**src/iefl_defs.svh**
```systemverilog
// Offsets, bit positions, reset values and constants of the block
`ifndef IEFL_DEFS_SVH
`define IEFL_DEFS_SVH
`define IEFL_OFF_CTRL 8'h00
`define IEFL_OFF_PEN1 8'h04
`define IEFL_OFF_PFLG 8'h08
`define IEFL_OFF_PSEL 8'h0c
`define IEFL_OFF_TCNT 8'h10
`define IEFL_OFF_STAT 8'h14
`define IEFL_OFF_MASK 8'h18
`define IEFL_BIT_GLOB 7
`define IEFL_BIT_PERI 6
`define IEFL_BIT_T0EN 5
`define IEFL_BIT_EXIE 4
`define IEFL_BIT_PCIE 3
`define IEFL_BIT_T0FL 2
`define IEFL_BIT_EXIF 1
`define IEFL_BIT_PCIF 0
`define IEFL_PEN1_MSB 5
`define IEFL_EV_T0 0
`define IEFL_EV_EX 1
`define IEFL_EV_PC 2
`define IEFL_CTRL_RST 8'h00
`define IEFL_PEN1_RST 6'h00
`define IEFL_PSEL_RST 8'h00
`define IEFL_EV_RST 3'h0
`define IEFL_TCNT_TOP 8'hff
`define IEFL_TCNT_ONE 8'h01
`define IEFL_VECTOR 13'h0004
`define IEFL_ZERO32 32'h0000_0000
`define IEFL_ZERO24 24'h00_0000
`define IEFL_ZERO2 2'h0
`define IEFL_ZERO5 5'h00
`endif

```
**src/iefl_pkg.sv**
```systemverilog
// Types of the interrupt enable and flag block
package iefl_pkg;
    typedef enum logic [2:0] {
        IEFL_IDLE = 3'h1,
        IEFL_ENTER = 3'h2,
        IEFL_ISR = 3'h4
    } iefl_state_e;
    typedef struct packed {
        logic [7:0] adr;
        logic [31:0] dat;
        logic we;
        logic lane0;
    } iefl_wb_req_s;
    typedef struct packed {
        logic push;
        logic load;
        logic [12:0] ret_addr;
    } iefl_take_s;
endpackage

```
**src/iefl_top.sv**
```systemverilog
// Interrupt enable and flag logic with a classic Wishbone register slave
//
// Behaviour
// - Global enable bit 7 lets enabled interrupts through; cleared blocks core_irq_o, but irq_o is not gated by it
// - Peripheral enable bit 6 gates every peripheral interrupt
// - Bit 5 enables the timer-0 overflow interrupt
// - Bit 4 enables the external pin interrupt
// - Bit 3 enables pin change; each pin also needs its select bit
// - Timer-0 rollover sets flag bit 2; it holds until software clears
// - Reset leaves timer-0 count untouched; software loads it first
// - Valid external edge sets flag bit 1; only software clears it
// - Flag bit 0 shows an enabled pin changed state
// - Flags set whatever their enables or the global enable hold
// - Peripheral enable bits 7 and 6 ignore writes and read zero
// - Peripheral bit 5 enables bus collision, bit 4 serial transfer
// - Peripheral bit 3 enables capture/compare two, bit 2 one
// - Peripheral bit 1 enables timer2 match, bit 0 timer1
// - Taking an interrupt clears global enable, pushes return, loads vector
// - Reset clears global enable; return from interrupt sets it again
//
// Added by the designer: the Wishbone slave port and the register addresses.
`timescale 1ns/1ns
`include "iefl_defs.svh"

module iefl_top
(
    input wire logic clk_i,
    input wire logic rst_i,
    input wire logic cyc_i,
    input wire logic stb_i,
    input wire logic we_i,
    input wire logic [7:0] adr_i,
    input wire logic [3:0] sel_i,
    input wire logic [31:0] dat_i,
    output logic [31:0] dat_o,
    output logic ack_o,
    input wire logic timer0_tick_i,
    input wire logic ext_pin_i,
    input wire logic ext_edge_rising_i,
    input wire logic [7:0] pin_change_pins_i,
    input wire logic [5:0] periph_flags_i,
    input wire logic irq_take_i,
    input wire logic irq_return_i,
    input wire logic [12:0] return_addr_i,
    output logic core_irq_o,
    output logic stack_push_o,
    output logic [12:0] stack_push_addr_o,
    output logic pc_load_o,
    output logic [12:0] pc_vector_o,
    output logic irq_o
);

    function automatic logic iefl_hit(input logic [7:0] a,
                                      input logic [7:0] off);
        iefl_hit = (a == off);
    endfunction

    iefl_pkg::iefl_wb_req_s req;
    iefl_pkg::iefl_take_s take_d;
    iefl_pkg::iefl_state_e state_q;
    iefl_pkg::iefl_state_e state_d;
    logic acc;
    logic wr;
    logic [7:0] ctrl_q;
    logic [5:0] pen1_q;
    logic [7:0] psel_q;
    logic [7:0] tcnt_q;
    logic [2:0] ev_stat_q;
    logic [2:0] ev_mask_q;
    logic [7:0] pins_prev_q;
    logic [7:0] pin_chg;
    logic ext_prev_q;
    logic t0_roll;
    logic ext_edge;
    logic pc_event;
    logic [2:0] ev_now;
    logic core_req;
    logic t0_req;
    logic ext_req;
    logic pc_req;
    logic ev_irq;
    logic periph_req;
    logic take;
    logic [31:0] rd_d;

    assign req.adr = adr_i;
    assign req.dat = dat_i;
    assign req.we = we_i;
    assign req.lane0 = sel_i[0];
    assign acc = cyc_i & stb_i & ~ack_o;
    // Writes land on the edge where the master sees ack
    assign wr = cyc_i & stb_i & ack_o & req.we & req.lane0;

    // Event detection
    assign t0_roll = timer0_tick_i & (tcnt_q == `IEFL_TCNT_TOP);
    assign ext_edge = ext_edge_rising_i ? (ext_pin_i & ~ext_prev_q)
                                        : (~ext_pin_i & ext_prev_q);

    genvar gi;
    generate
        for (gi = 0; gi < 8; gi = gi + 1)
        begin : g_pin
            // Only selected pins take part
            assign pin_chg[gi] = psel_q[gi] &
                (pin_change_pins_i[gi] ^ pins_prev_q[gi]);
        end
    endgenerate

    assign pc_event = |pin_chg;
    assign ev_now = {pc_event, ext_edge, t0_roll};
    // Level interrupt while an unmasked status bit is set
    assign ev_irq = |(ev_stat_q & ev_mask_q);

    // Request combining
    assign periph_req = ctrl_q[`IEFL_BIT_PERI] &
                        (|(pen1_q & periph_flags_i));
    assign t0_req = ctrl_q[`IEFL_BIT_T0EN] & ctrl_q[`IEFL_BIT_T0FL];
    assign ext_req = ctrl_q[`IEFL_BIT_EXIE] & ctrl_q[`IEFL_BIT_EXIF];
    assign pc_req = ctrl_q[`IEFL_BIT_PCIE] & ctrl_q[`IEFL_BIT_PCIF];
    assign core_req = ctrl_q[`IEFL_BIT_GLOB] &
                      (periph_req | t0_req | ext_req | pc_req);

    assign take = (state_q == iefl_pkg::IEFL_IDLE) & irq_take_i & core_irq_o;

    // Dispatch sequence
    always_comb
    begin
        state_d = state_q;
        case (state_q)
            iefl_pkg::IEFL_IDLE:
            begin
                if (take)
                begin
                    state_d = iefl_pkg::IEFL_ENTER;
                end
            end
            iefl_pkg::IEFL_ENTER:
            begin
                state_d = iefl_pkg::IEFL_ISR;
            end
            iefl_pkg::IEFL_ISR:
            begin
                if (irq_return_i)
                begin
                    state_d = iefl_pkg::IEFL_IDLE;
                end
            end
            default:
            begin
                state_d = iefl_pkg::IEFL_IDLE;
            end
        endcase
    end

    always_ff @(posedge clk_i)
    begin
        if (rst_i)
        begin
            state_q <= iefl_pkg::IEFL_IDLE;
        end
        else
        begin
            state_q <= state_d;
        end
    end

    assign take_d.push = take;
    assign take_d.load = take;
    assign take_d.ret_addr = return_addr_i;

    // Stack push and vector load pulses
    always_ff @(posedge clk_i)
    begin
        if (rst_i)
        begin
            stack_push_o <= 1'b0;
            pc_load_o <= 1'b0;
            stack_push_addr_o <= 13'h0000;
            pc_vector_o <= 13'h0000;
        end
        else
        begin
            stack_push_o <= take_d.push;
            pc_load_o <= take_d.load;
            if (take)
            begin
                stack_push_addr_o <= take_d.ret_addr;
                pc_vector_o <= `IEFL_VECTOR;
            end
        end
    end

    // Control register
    always_ff @(posedge clk_i)
    begin
        if (rst_i)
        begin
            ctrl_q <= `IEFL_CTRL_RST;
        end
        else
        begin
            if (wr && iefl_hit(req.adr, `IEFL_OFF_CTRL))
            begin
                ctrl_q <= req.dat[7:0];
            end
            if (take)
            begin
                ctrl_q[`IEFL_BIT_GLOB] <= 1'b0;
            end
            else if (irq_return_i)
            begin
                ctrl_q[`IEFL_BIT_GLOB] <= 1'b1;
            end
            // Hardware set wins over a software clear
            if (t0_roll)
            begin
                ctrl_q[`IEFL_BIT_T0FL] <= 1'b1;
            end
            if (ext_edge)
            begin
                ctrl_q[`IEFL_BIT_EXIF] <= 1'b1;
            end
            if (pc_event)
            begin
                ctrl_q[`IEFL_BIT_PCIF] <= 1'b1;
            end
        end
    end

    // Peripheral enable and pin select registers
    always_ff @(posedge clk_i)
    begin
        if (rst_i)
        begin
            pen1_q <= `IEFL_PEN1_RST;
            psel_q <= `IEFL_PSEL_RST;
        end
        else
        begin
            if (wr && iefl_hit(req.adr, `IEFL_OFF_PEN1))
            begin
                // Top two bits are dropped
                pen1_q <= req.dat[`IEFL_PEN1_MSB:0];
            end
            if (wr && iefl_hit(req.adr, `IEFL_OFF_PSEL))
            begin
                psel_q <= req.dat[7:0];
            end
        end
    end

    // Timer-0 count keeps its value through reset
    always_ff @(posedge clk_i)
    begin
        if (wr && iefl_hit(req.adr, `IEFL_OFF_TCNT))
        begin
            tcnt_q <= req.dat[7:0];
        end
        else if (timer0_tick_i)
        begin
            tcnt_q <= tcnt_q + `IEFL_TCNT_ONE;
        end
    end

    // Input history for edge and change detection
    always_ff @(posedge clk_i)
    begin
        if (rst_i)
        begin
            ext_prev_q <= 1'b0;
            pins_prev_q <= 8'h00;
        end
        else
        begin
            ext_prev_q <= ext_pin_i;
            pins_prev_q <= pin_change_pins_i;
        end
    end

    // Sticky event status, write one to clear, and mask
    always_ff @(posedge clk_i)
    begin
        if (rst_i)
        begin
            ev_stat_q <= `IEFL_EV_RST;
            ev_mask_q <= `IEFL_EV_RST;
        end
        else
        begin
            if (wr && iefl_hit(req.adr, `IEFL_OFF_STAT))
            begin
                ev_stat_q <= (ev_stat_q & ~req.dat[2:0]) | ev_now;
            end
            else
            begin
                ev_stat_q <= ev_stat_q | ev_now;
            end
            if (wr && iefl_hit(req.adr, `IEFL_OFF_MASK))
            begin
                ev_mask_q <= req.dat[2:0];
            end
        end
    end

    // Request outputs
    always_ff @(posedge clk_i)
    begin
        if (rst_i)
        begin
            core_irq_o <= 1'b0;
            irq_o <= 1'b0;
        end
        else
        begin
            core_irq_o <= core_req;
            irq_o <= ev_irq;
        end
    end

    // Read decode
    always_comb
    begin
        rd_d = `IEFL_ZERO32;
        if (iefl_hit(req.adr, `IEFL_OFF_CTRL))
        begin
            rd_d = {`IEFL_ZERO24, ctrl_q};
        end
        else if (iefl_hit(req.adr, `IEFL_OFF_PEN1))
        begin
            rd_d = {`IEFL_ZERO24, `IEFL_ZERO2, pen1_q};
        end
        else if (iefl_hit(req.adr, `IEFL_OFF_PFLG))
        begin
            rd_d = {`IEFL_ZERO24, `IEFL_ZERO2, periph_flags_i};
        end
        else if (iefl_hit(req.adr, `IEFL_OFF_PSEL))
        begin
            rd_d = {`IEFL_ZERO24, psel_q};
        end
        else if (iefl_hit(req.adr, `IEFL_OFF_TCNT))
        begin
            rd_d = {`IEFL_ZERO24, tcnt_q};
        end
        else if (iefl_hit(req.adr, `IEFL_OFF_STAT))
        begin
            rd_d = {`IEFL_ZERO24, `IEFL_ZERO5, ev_stat_q};
        end
        else if (iefl_hit(req.adr, `IEFL_OFF_MASK))
        begin
            rd_d = {`IEFL_ZERO24, `IEFL_ZERO5, ev_mask_q};
        end
    end

    // Bus answer
    always_ff @(posedge clk_i)
    begin
        if (rst_i)
        begin
            ack_o <= 1'b0;
            dat_o <= `IEFL_ZERO32;
        end
        else
        begin
            ack_o <= acc;
            if (acc && !req.we)
            begin
                dat_o <= rd_d;
            end
        end
    end

endmodule // iefl_top

```
**config.mk**
```make
export PLATFORM = sky130hd
export DESIGN_NAME = iefl_top
export DESIGN_NICKNAME = d
export VERILOG_FILES = /design/src/iefl_pkg.sv /design/src/iefl_top.sv
export VERILOG_INCLUDE_DIRS = /design/src
export SDC_FILE = /design/constraint.sdc
export NUM_CORES = 1
export LEC_CHECK = 0
export ABC_AREA = 1
export BUFFER_PORTS_ARGS = -buffer_cell sky130_fd_sc_hd__buf_4
export CORE_MARGIN = 4
export CORE_UTILIZATION = 53
export CTS_CLUSTER_SIZE = 30
export DETAILED_ROUTE_END_ITERATION = 6
export GPL_TIMING_DRIVEN = 0
export PLACE_DENSITY = 0.86
export RECOVER_POWER = 100
export SLEW_MARGIN = 20
export SYNTH_ARGS = -nofsm -noshare
export SYNTH_HDL_FRONTEND = slang
export SYNTH_SLANG_ARGS = --single-unit
export TNS_END_PERCENT = 100
```
**constraint.sdc**
```tcl
create_clock -name clk_i -period 3.8 [get_ports clk_i]
set_input_delay 0.19 -clock clk_i [delete_from_list [all_inputs] [get_ports clk_i]]
set_output_delay 0.19 -clock clk_i [all_outputs]
set_load 0.05 [all_outputs]
```
==> impl_metrics.ini, run 1 <==
[status]
status = finished, final reports clean

[worst_setup_path]
r2r_cells = 5
worstReg2RegEnd = tcnt_q[7]$_DFFE_PP_
reg2reg_from = ack_o$_SDFF_PP0_
required_ps = 3820
cp_max_fo = 10
endpoint_kind = flip-flop
crit_arrival_ps = 2360
cp-start-kind = flip-flop
r2r_slack_ps = 1460
worstSetupPathType = reg2reg

[synthesis]
synth_top_cell_by_area = dfxtp_1
yosysSeqAreaShare_pct = 41.1
synth_xor_area_share_pct = 1.15
synth_compound_area_share_pct = 11.6
ys_warn_count = 0
synth-edff-count = 8
synth_top_family_by_area = simple AND/OR/NAND/NOR gates
syn_area_per_cell_um2 = 7.43
synth-simple-area-share_pct = 29.8
muxShareOfSynthArea_pct = 0
yosys_most_used_dff = dfxtp_1
ys_types = 43
synth_top_area_share_pct = 34.8
netlist_area_um2 = 3790
syn_inst = 511
synthTopCellsByArea = dfxtp_1 (35%), nand2_1 (9.2%), buf_4 (7.3%)
synth-seq-cells = 74
synthAdderAreaFrac_pct = 0.330
synthArstFlopShare_pct = 0

[global_routing]
track_usage_pct = 22.9
grt_overflow = 0
grt_pass1_wl_um = 15400
grt_max_degree = 14
antenna_found_initial = 0
grt_pass1_vias = 3276

[floorplan]
io_pins = 144
die_area_um2 = 8580
die_h_um = 92.6
rows = 30
initial_core_util_pct = 55.2
die_x_um = 92.6
coreArea_um2 = 6870

[clock_network]
cts_tree = built
cts_buffers = 9
cts_hold_buf = 0
cts_setup_buffers = 0
cts_max_path_buffers = 2
cts.sink_count = 74
cts_resized = 0
htree_levels = 3
insertion_delay_ps = 360
clkSlewWorstSetupHoldPaths_ps = 80
root_buffer = clkbuf_8

[sta]
tns_ps = 0
grt_setup_unrepaired = no
finClkSkew_ps = 10.8
post-route-period-util_pct = 61.6
setup_viol = 0
tightest_slew_ps = 768
min_period_ps = 2340
hold_viol = 0
drv_slew = 0
fmax_mhz = 427
max_slew_margin_pct = 48.6

[cells_and_area]
nNetsFinal = 718
insertedDiodeCount = 0
layout-drive-gt1-share_pct = 20.7
final-seq-area_um2 = 1560
fillers = 632
multi_input_area_um2 = 1720
fin_util_pct = 67.5
area_growth_pct = 22.3

[run]
max_cap_viol_count = 0

[placed_design]
gp_congestion = 0.909
dpl.hpwl_um = 7550
io_buffers = 79

[min_path]
hp-class = in2reg
min_path_cells = 3
hp-start = return_addr_i[2]
holdPathEnd = stack_push_addr_o[2]$_SDFFE_PP0P_

[power]
ir_drop_mv = 0.233
p_per_area_nw_per_um2 = 364
p_leak_nw = 2.27

[route]
wirelength_um = 9690
vias = 3569
post_drt_via_cell_ratio = 4.84
drt_iter0_markers = 331
drcViolationCount = 0
first_pass_iters = 4
ant_nets = 0
wl_per_cell_um = 13.1
## cells by family after synthesis
logic type	Yosys count
flops	74
simple gates	239
other cells	1
compound gates	82
fa+ha+maj	1
buf+inv	109
xor+xnor	5
## routing by layer
metal	routed length (um)	track usage, %
met4	231	8.30
met3	843	5.61
met5	0	0
met1	4000	28.9
met2	4610	37.9
## synth_stat cells, types with 2 or more instances
library cell  instances
nand4_1               5
buf_1                 3
buf_6                 5
nand3_1              48
inv_1                51
nor2_4                6
a31oi_1               2
nand3_2               2
nor3_1                2
clkbuf_1              2
a21oi_1              38
buf_4                37
buf_2                 4
o21ai_0              30
nand2_1              93
o21ai_1               5
nand2_4               5
xor2_1                4
dfxtp_1              66
nor2_2                5
nor2_1               64
nand2_2               3
edfxtp_1              8
inv_2                 4
## how the worst max path moves through the flow
| stage | from | endpoint | slack [ps] |
|---|---|---|---|
| floorplan | ack_o$_SDFF_PP0_ | tcnt_q[0]$_DFFE_PP_ | 1950 |
| global placement | ack_o$_SDFF_PP0_ | tcnt_q[4]$_DFFE_PP_ | 2100 |
| detailed placement | adr_i[7] | tcnt_q[2]$_DFFE_PP_ | 2050 |
| CTS | ack_o$_SDFF_PP0_ | tcnt_q[7]$_DFFE_PP_ | 2050 |
| global route | ack_o$_SDFF_PP0_ | tcnt_q[7]$_DFFE_PP_ | 1270 |
| finish | ack_o$_SDFF_PP0_ | tcnt_q[7]$_DFFE_PP_ | 1460 |
## state kept, by name, indices dropped and copies added, names as in the netlist, 3 cells and up
signal / flops
ev_mask_q: 3
ctrl_q: 8
dat_o: 8
psel_q: 8
state_q: 3
stack_push_addr_o: 13
pen1_q: 6
pins_prev_q: 8
tcnt_q: 8
ev_stat_q: 3
## critical path: stages (launching register included)
cell	delay (ps)
dfxtp_1	380
nand3_2	70
nor2_1	590
nand2_1	350
clkbuf_1	290
nand2_1	320
## layout by cell type, fill, tap and decap left out, types with 2 or more instances in the layout
cell        count
clkinv_2        3
clkinv_4        2
o211ai_1        2
xor2_1          4
nand4_1         5
nor2_2          5
a21oi_1        38
o21ai_0        31
nand2_4         4
o21ai_1         4
edfxtp_1        8
nand2_2         2
nor3_1          3
inv_2           3
clkbuf_8        9
buf_2           2
dfxtp_1        66
nand2_1        95
inv_1          51
nand3_1        49
nor2_4          3
a31oi_1         2
buf_4          89
clkbuf_1       38
clkinvlp_2      2
nor2_1         67
conb_1         36
## report_power, final
group | leakage (nW) | total (W) | internal (W) | switching (W)
Combinational | 1.56 | 0.000262 | 0.0000895 | 0.000172
Clock | 0.103 | 0.000602 | 0.000302 | 0.000300
Sequential | 0.614 | 0.000825 | 0.000810 | 0.0000147
## final cells by class
class                      instances  share of cell area, %
tap                               96                   2.59
inverter                          58                   4.85
sequential                        74                   33.7
timing repair buffer              79                   10.6
clock buffer                       9                   2.67
multi-input combinational        363                   37.0
clock inverter                     7                   1.48
buffer                            51                   7.17
## through the flow
stage	cells	setup WS [ps]	area, um^2	hold slack, ps	total power, W
after floorplan	546	1950	3930	293	0.00103
after global placement	721	2100	4640	378	0.00110
after detailed placement	721	2050	4640	383	0.00111
after CTS	737	2050	4830	9.04	0.00170
after global routing	737	1270	4640	6.99	0.00176
final	737	1460	4640	14.5	0.00169
Note: power is estimated with default switching activity, not from simulation.
==> run 2, diff against run 1 <==
Settings changed: CORE_UTILIZATION 53 to 45, PLACE_DENSITY 0.86 to 0.78.
Clock period 3.8 ns to 1.9 ns, I/O delays scaled along.
==> run 2 against run 1 <==
Compared with the run above:
- setup slack worse by 1300 ps
- non-clock buffer count rose by 23
- wire length up 8.8%
- sequential share of layout area is 1.7 points lower
- global-route usage fell by 1.5 points
- power up 100%
- clock skew down 0.55 ps
- clock power rose by 100%
- final area grew 5.5%
- core utilization decreased by 8.0 points
- via count rose by 5.1%
- critical endpoint is now psel_q[2]$_SDFFE_PP0P_
- largest power group unchanged
==> impl_metrics.ini, run 2 (synthesis results as in run 1) <==
[cells_and_area]
final_cell_mix = nand2_1 (95), buf_4 (88), nor2_1 (66), dfxtp_1 (66), inv_1 (52)
largest_register_ffs = 13
layout-drive-gt1-share_pct = 19.9
design_area_um2 = 4890
top_register = stack_push_addr_o
fillers = 773
final_common_cell = nand2_1
fin_util_pct = 59.6
insertedDiodeCount = 0
area_growth_pct = 28.9
nNetsFinal = 741

[sta]
hold_viol = 0
grt_setup_unrepaired = no
setup_viol = 0
post-route-period-util_pct = 91.0
max_slew_margin_pct = 56.2
drv_slew = 0
finalHoldWorstSlack_ps = 12.5
finClkSkew_ps = 10.3
min_period_ps = 1730
tightest_slew_ps = 660
tns_ps = 0
fmax_mhz = 578

[clock_network]
cts_max_path_buffers = 2
clkSlewWorstSetupHoldPaths_ps = 90
cts_tree = built
cts_buffers = 9
htree_levels = 3
root_buffer = clkbuf_8
cts.sink_count = 74
insertion_delay_ps = 360

[placed_design]
io_buffers = 79
dpl.hpwl_um = 7800
gp_congestion = 0.953
placed_area_um2 = 4650

[worst_setup_path]
endpoint_kind = flip-flop
cp_cell_sequence = nand3_1 -> nor2_4 -> clkinv_1 -> nor2_1 -> clkbuf_1 -> o21ai_0 -> a21oi_1
cp-start-kind = flip-flop
worstReg2RegEnd = psel_q[2]$_SDFFE_PP0P_
crit_slowest_cell = dfxtp_1
cp_max_fo = 10
required_ps = 2190
worstSetupPathType = reg2reg
r2r_cells = 7
reg2reg_from = ack_o$_SDFF_PP0_
crit_arrival_ps = 2020
max_stage_delay_ps = 370
r2r_slack_ps = 170

[power]
clockPowerShare_pct = 35.7
p_total_w = 0.00344
p_leak_nw = 2.37
p_per_area_nw_per_um2 = 704
ir_drop_mv = 0.428
internal_power_w = 0.00244
comb_power_share_pct = 16.5
switching_share_pct = 29.1
p_seq_share_pct = 47.8
p_switching_w = 0.00100

[global_routing]
grt_pass1_vias = 3625
grt_max_degree = 14
antenna_found_initial = 0
grt_pass1_wl_um = 16900
track_usage_pct = 21.4
grt_overflow = 0

[route]
wirelength_um = 10500
wl_per_cell_um = 13.7
drcViolationCount = 0
post_drt_via_cell_ratio = 4.88
ant_nets = 0
first_pass_iters = 5
vias = 3750
drt_iter0_markers = 215

[floorplan]
die_h_um = 99.8
initial_core_util_pct = 46.2
die_area_um2 = 9970
io_pins = 144
coreArea_um2 = 8220
die_x_um = 99.8
rows = 33

[min_path]
min_path_cells = 3
holdPathEnd = psel_q[7]$_SDFFE_PP0P_
hp-class = in2reg
hp-start = dat_i[7]

[status]
status = finished, final reports clean

[run]
max_cap_viol_count = 0
-- run 2: changes by cell type in the layout (fill, tap and decap cells not counted), sizes merged --
cell         change
clkinv           -1
clkinvlp         -1
inv              +1
clkbuf           +1
dlygate4sd3     +23
-- run 2: per-stage QoR --
step,std cells,worst slack [ps]
finish,769,171
global route,769,49.7
floorplan,546,53.3
CTS,769,130
global placement,730,202
detailed placement,730,159
-- run 2: critical path, delay by kind of cell (launching register included) --
| family | cells | cell delay [ps] |
|---|---|---|
| AND/OR/NAND/NOR | 3 | 560 |
| buffers and inverters | 2 | 450 |
| flip-flops | 1 | 370 |
| AO/OA/AOI/OAI | 2 | 270 |
-- run 2: worst max-delay path by stage --
stage	startpoint	to	slack [ps]	cells after the start
2_1_floorplan	ack_o$_SDFF_PP0_	tcnt_q[0]$_DFFE_PP_	50	5
3_3_place_gp	ack_o$_SDFF_PP0_	tcnt_q[2]$_DFFE_PP_	200	5
3_5_place_dp	ack_o$_SDFF_PP0_	tcnt_q[2]$_DFFE_PP_	160	5
4_1_cts	ack_o$_SDFF_PP0_	tcnt_q[2]$_DFFE_PP_	130	5
5_1_grt	ack_o$_SDFF_PP0_	psel_q[1]$_SDFFE_PP0P_	50	7
6_report	ack_o$_SDFF_PP0_	psel_q[2]$_SDFFE_PP0P_	170	7
-- run 2: what timing repair did --
item	4_1_cts	5_1_grt
hold endpoints to repair	23	0
gates resized for setup	0	0
hold buffers	23	0
setup endpoints to repair	0	0
buffers inserted	0	0
-- run 2: power by group through the flow --
stage / clock network, W / registers, W / logic [W]
global route: 0.00130 / 0.00165 / 0.000611
finish: 0.00123 / 0.00165 / 0.000567
detailed placement: 0 / 0.00168 / 0.000535
global placement: 0 / 0.00168 / 0.000525
CTS: 0.00123 / 0.00165 / 0.000575
floorplan: 0 / 0.00170 / 0.000354
-- run 2: metal layers --
metal / wire [um] / part of all wire, % / global-route usage [%] / vias to the layer above
met4: 286 / 2.7 / 8.93 / 0
li1: - / - / - / 1865
met3: 891 / 8.5 / 4.24 / 25
met2: 5050 / 48 / 36.4 / 180
met1: 4310 / 41 / 26.3 / 1680
met5: 0 / 0 / 0 / -
-- run 2: layout make-up --
class                      instances  area [um^2]  share of cell area (%)
buffer                            51          347                    7.08
clock buffer                      10          128                    2.61
clock inverter                     6         66.3                    1.36
inverter                          58          224                    4.58
multi-input combinational        363         1710                    35.0
sequential                        74         1560                    31.9
tap                              105          131                    2.68
timing repair buffer             102          722                    14.8
==> run 3, diff against run 2 <==
Settings changed: CORE_MARGIN 4 to 3, REMOVE_ABC_BUFFERS set to 1.
==> run 3 against run 2 <==
Compared with the run above:
- sequential power is essentially flat
- critical path type unchanged
- combinational power decreased by 12%
- final area down 6.3%
- largest power group unchanged
- first-iteration DRC count up 11%
- power decreased by 3.3%
==> impl_metrics.ini, run 3 (synthesis results as in run 1) <==
[floorplan]
rows = 32
initial_core_util_pct = 47.6
die_area_um2 = 9570
die_x_um = 97.8
io_pins = 144
coreArea_um2 = 7970
die_h_um = 97.8

[placed_design]
io_buffers = 80
placed_area_um2 = 4280
dpl.hpwl_um = 6870
gp_congestion = 0.880

[worst_setup_path]
cp_max_fo = 17
required_ps = 1920
crit_arrival_ps = 1730
worstSetupPathType = reg2reg
cp-start-kind = flip-flop
endpoint_kind = flip-flop

[clock_network]
cts_setup_buffers = 0
cts_buffers = 9
cts_tree = built
insertion_delay_ps = 350
cts_max_path_buffers = 2
cts_resized = 0
htree_levels = 3
clkSlewWorstSetupHoldPaths_ps = 80
root_buffer = clkbuf_8
cts.sink_count = 74

[route]
wl_per_cell_um = 13.1
post_drt_via_cell_ratio = 4.89
first_pass_iters = 6
ant_nets = 0
vias = 3511
wirelength_um = 9410
drt_iter0_markers = 238
drcViolationCount = 0

[cells_and_area]
area_growth_pct = 20.8
layout-drive-gt1-share_pct = 15.6
final_common_cell = nand2_1
insertedDiodeCount = 0
largest_register_ffs = 13
top_register = stack_push_addr_o
final_cell_mix = nand2_1 (94), dfxtp_1 (66), nor2_1 (64)
design_area_um2 = 4580
nNetsFinal = 693

[sta]
finClkSkew_ps = 7.09
tns_ps = 0
grt_setup_unrepaired = no
setup_viol = 0
fmax_mhz = 587
hold_viol = 0
finalHoldWorstSlack_ps = 19.4
tightest_slew_ps = 1010
post-route-period-util_pct = 89.6
min_period_ps = 1700
drv_slew = 0
max_slew_margin_pct = 32.6

[global_routing]
antenna_found_initial = 0
grt_overflow = 0
track_usage_pct = 19.3
grt_max_degree = 42
grt_pass1_wl_um = 14900
grt_pass1_vias = 3208

[min_path]
hp-class = in2reg

[status]
status = finished, final reports clean

[power]
p_leak_nw = 2.14
p_total_w = 0.00333
ir_drop_mv = 0.289
p_per_area_nw_per_um2 = 727

[run]
max_cap_viol_count = 0
run 3: path summary, 6_finish.rpt:
kind / cells past startpoint / slack (ps) / startpoint / to
max: 4 / 200 / ack_o$_SDFF_PP0_ / tcnt_q[6]$_DFFE_PP_
min reg2reg: 1 / 470 / ack_o$_SDFF_PP0_ / ack_o$_SDFF_PP0_
min: 3 / 20 / dat_i[5] / psel_q[5]$_SDFFE_PP0P_
max reg2reg: 4 / 200 / ack_o$_SDFF_PP0_ / tcnt_q[6]$_DFFE_PP_
run 3: layout make-up:
type	count	area, um^2
Fill cell	743	3380
Multi-Input combinational cell	363	1740
Sequential cell	74	1560
Timing Repair Buffer	105	742
Inverter	58	229
Clock buffer	11	131
Tap cell	102	128
Clock inverter	5	55.1
run 3: power by group:
group	leakage (nW)	switching (W)	internal (W)	total [W]
Combinational	1.44	0.000341	0.000157	0.000499
Sequential	0.614	0.0000273	0.00162	0.00165
Clock	0.0893	0.000583	0.000603	0.00119
Total	2.14	0.000951	0.00238	0.00333
run 3: per-stage QoR:
stage                     cells  utilization, %  worst slack, ps
final                       718            57.5              197
after global routing        718            57.5             81.5
after CTS                   718            59.2              200
after detailed placement    677            53.7              210
after global placement      677            53.7              227
after floorplan             495               -             93.6
run 3: repair_timing:
action                                  CTS  global route
endpoints found under the hold margin    25             0
endpoints found under the setup margin    0             0
hold buffers                             25             0
run 3: per-layer routing:
| metal | routed length (um) | global-route usage (%) |
|---|---|---|
| met1 | 3930 | 23.1 |
| met2 | 4630 | 33.0 |
| met3 | 615 | 3.79 |
| met4 | 235 | 9.16 |
| met5 | 0 | 0 |
run 3: critical path, cell delays in order (launching register included):
cell	delay [ps]
dfxtp_1	360
nand3_1	130
nor2_4	280
nand2_2	250
nand2_1	340
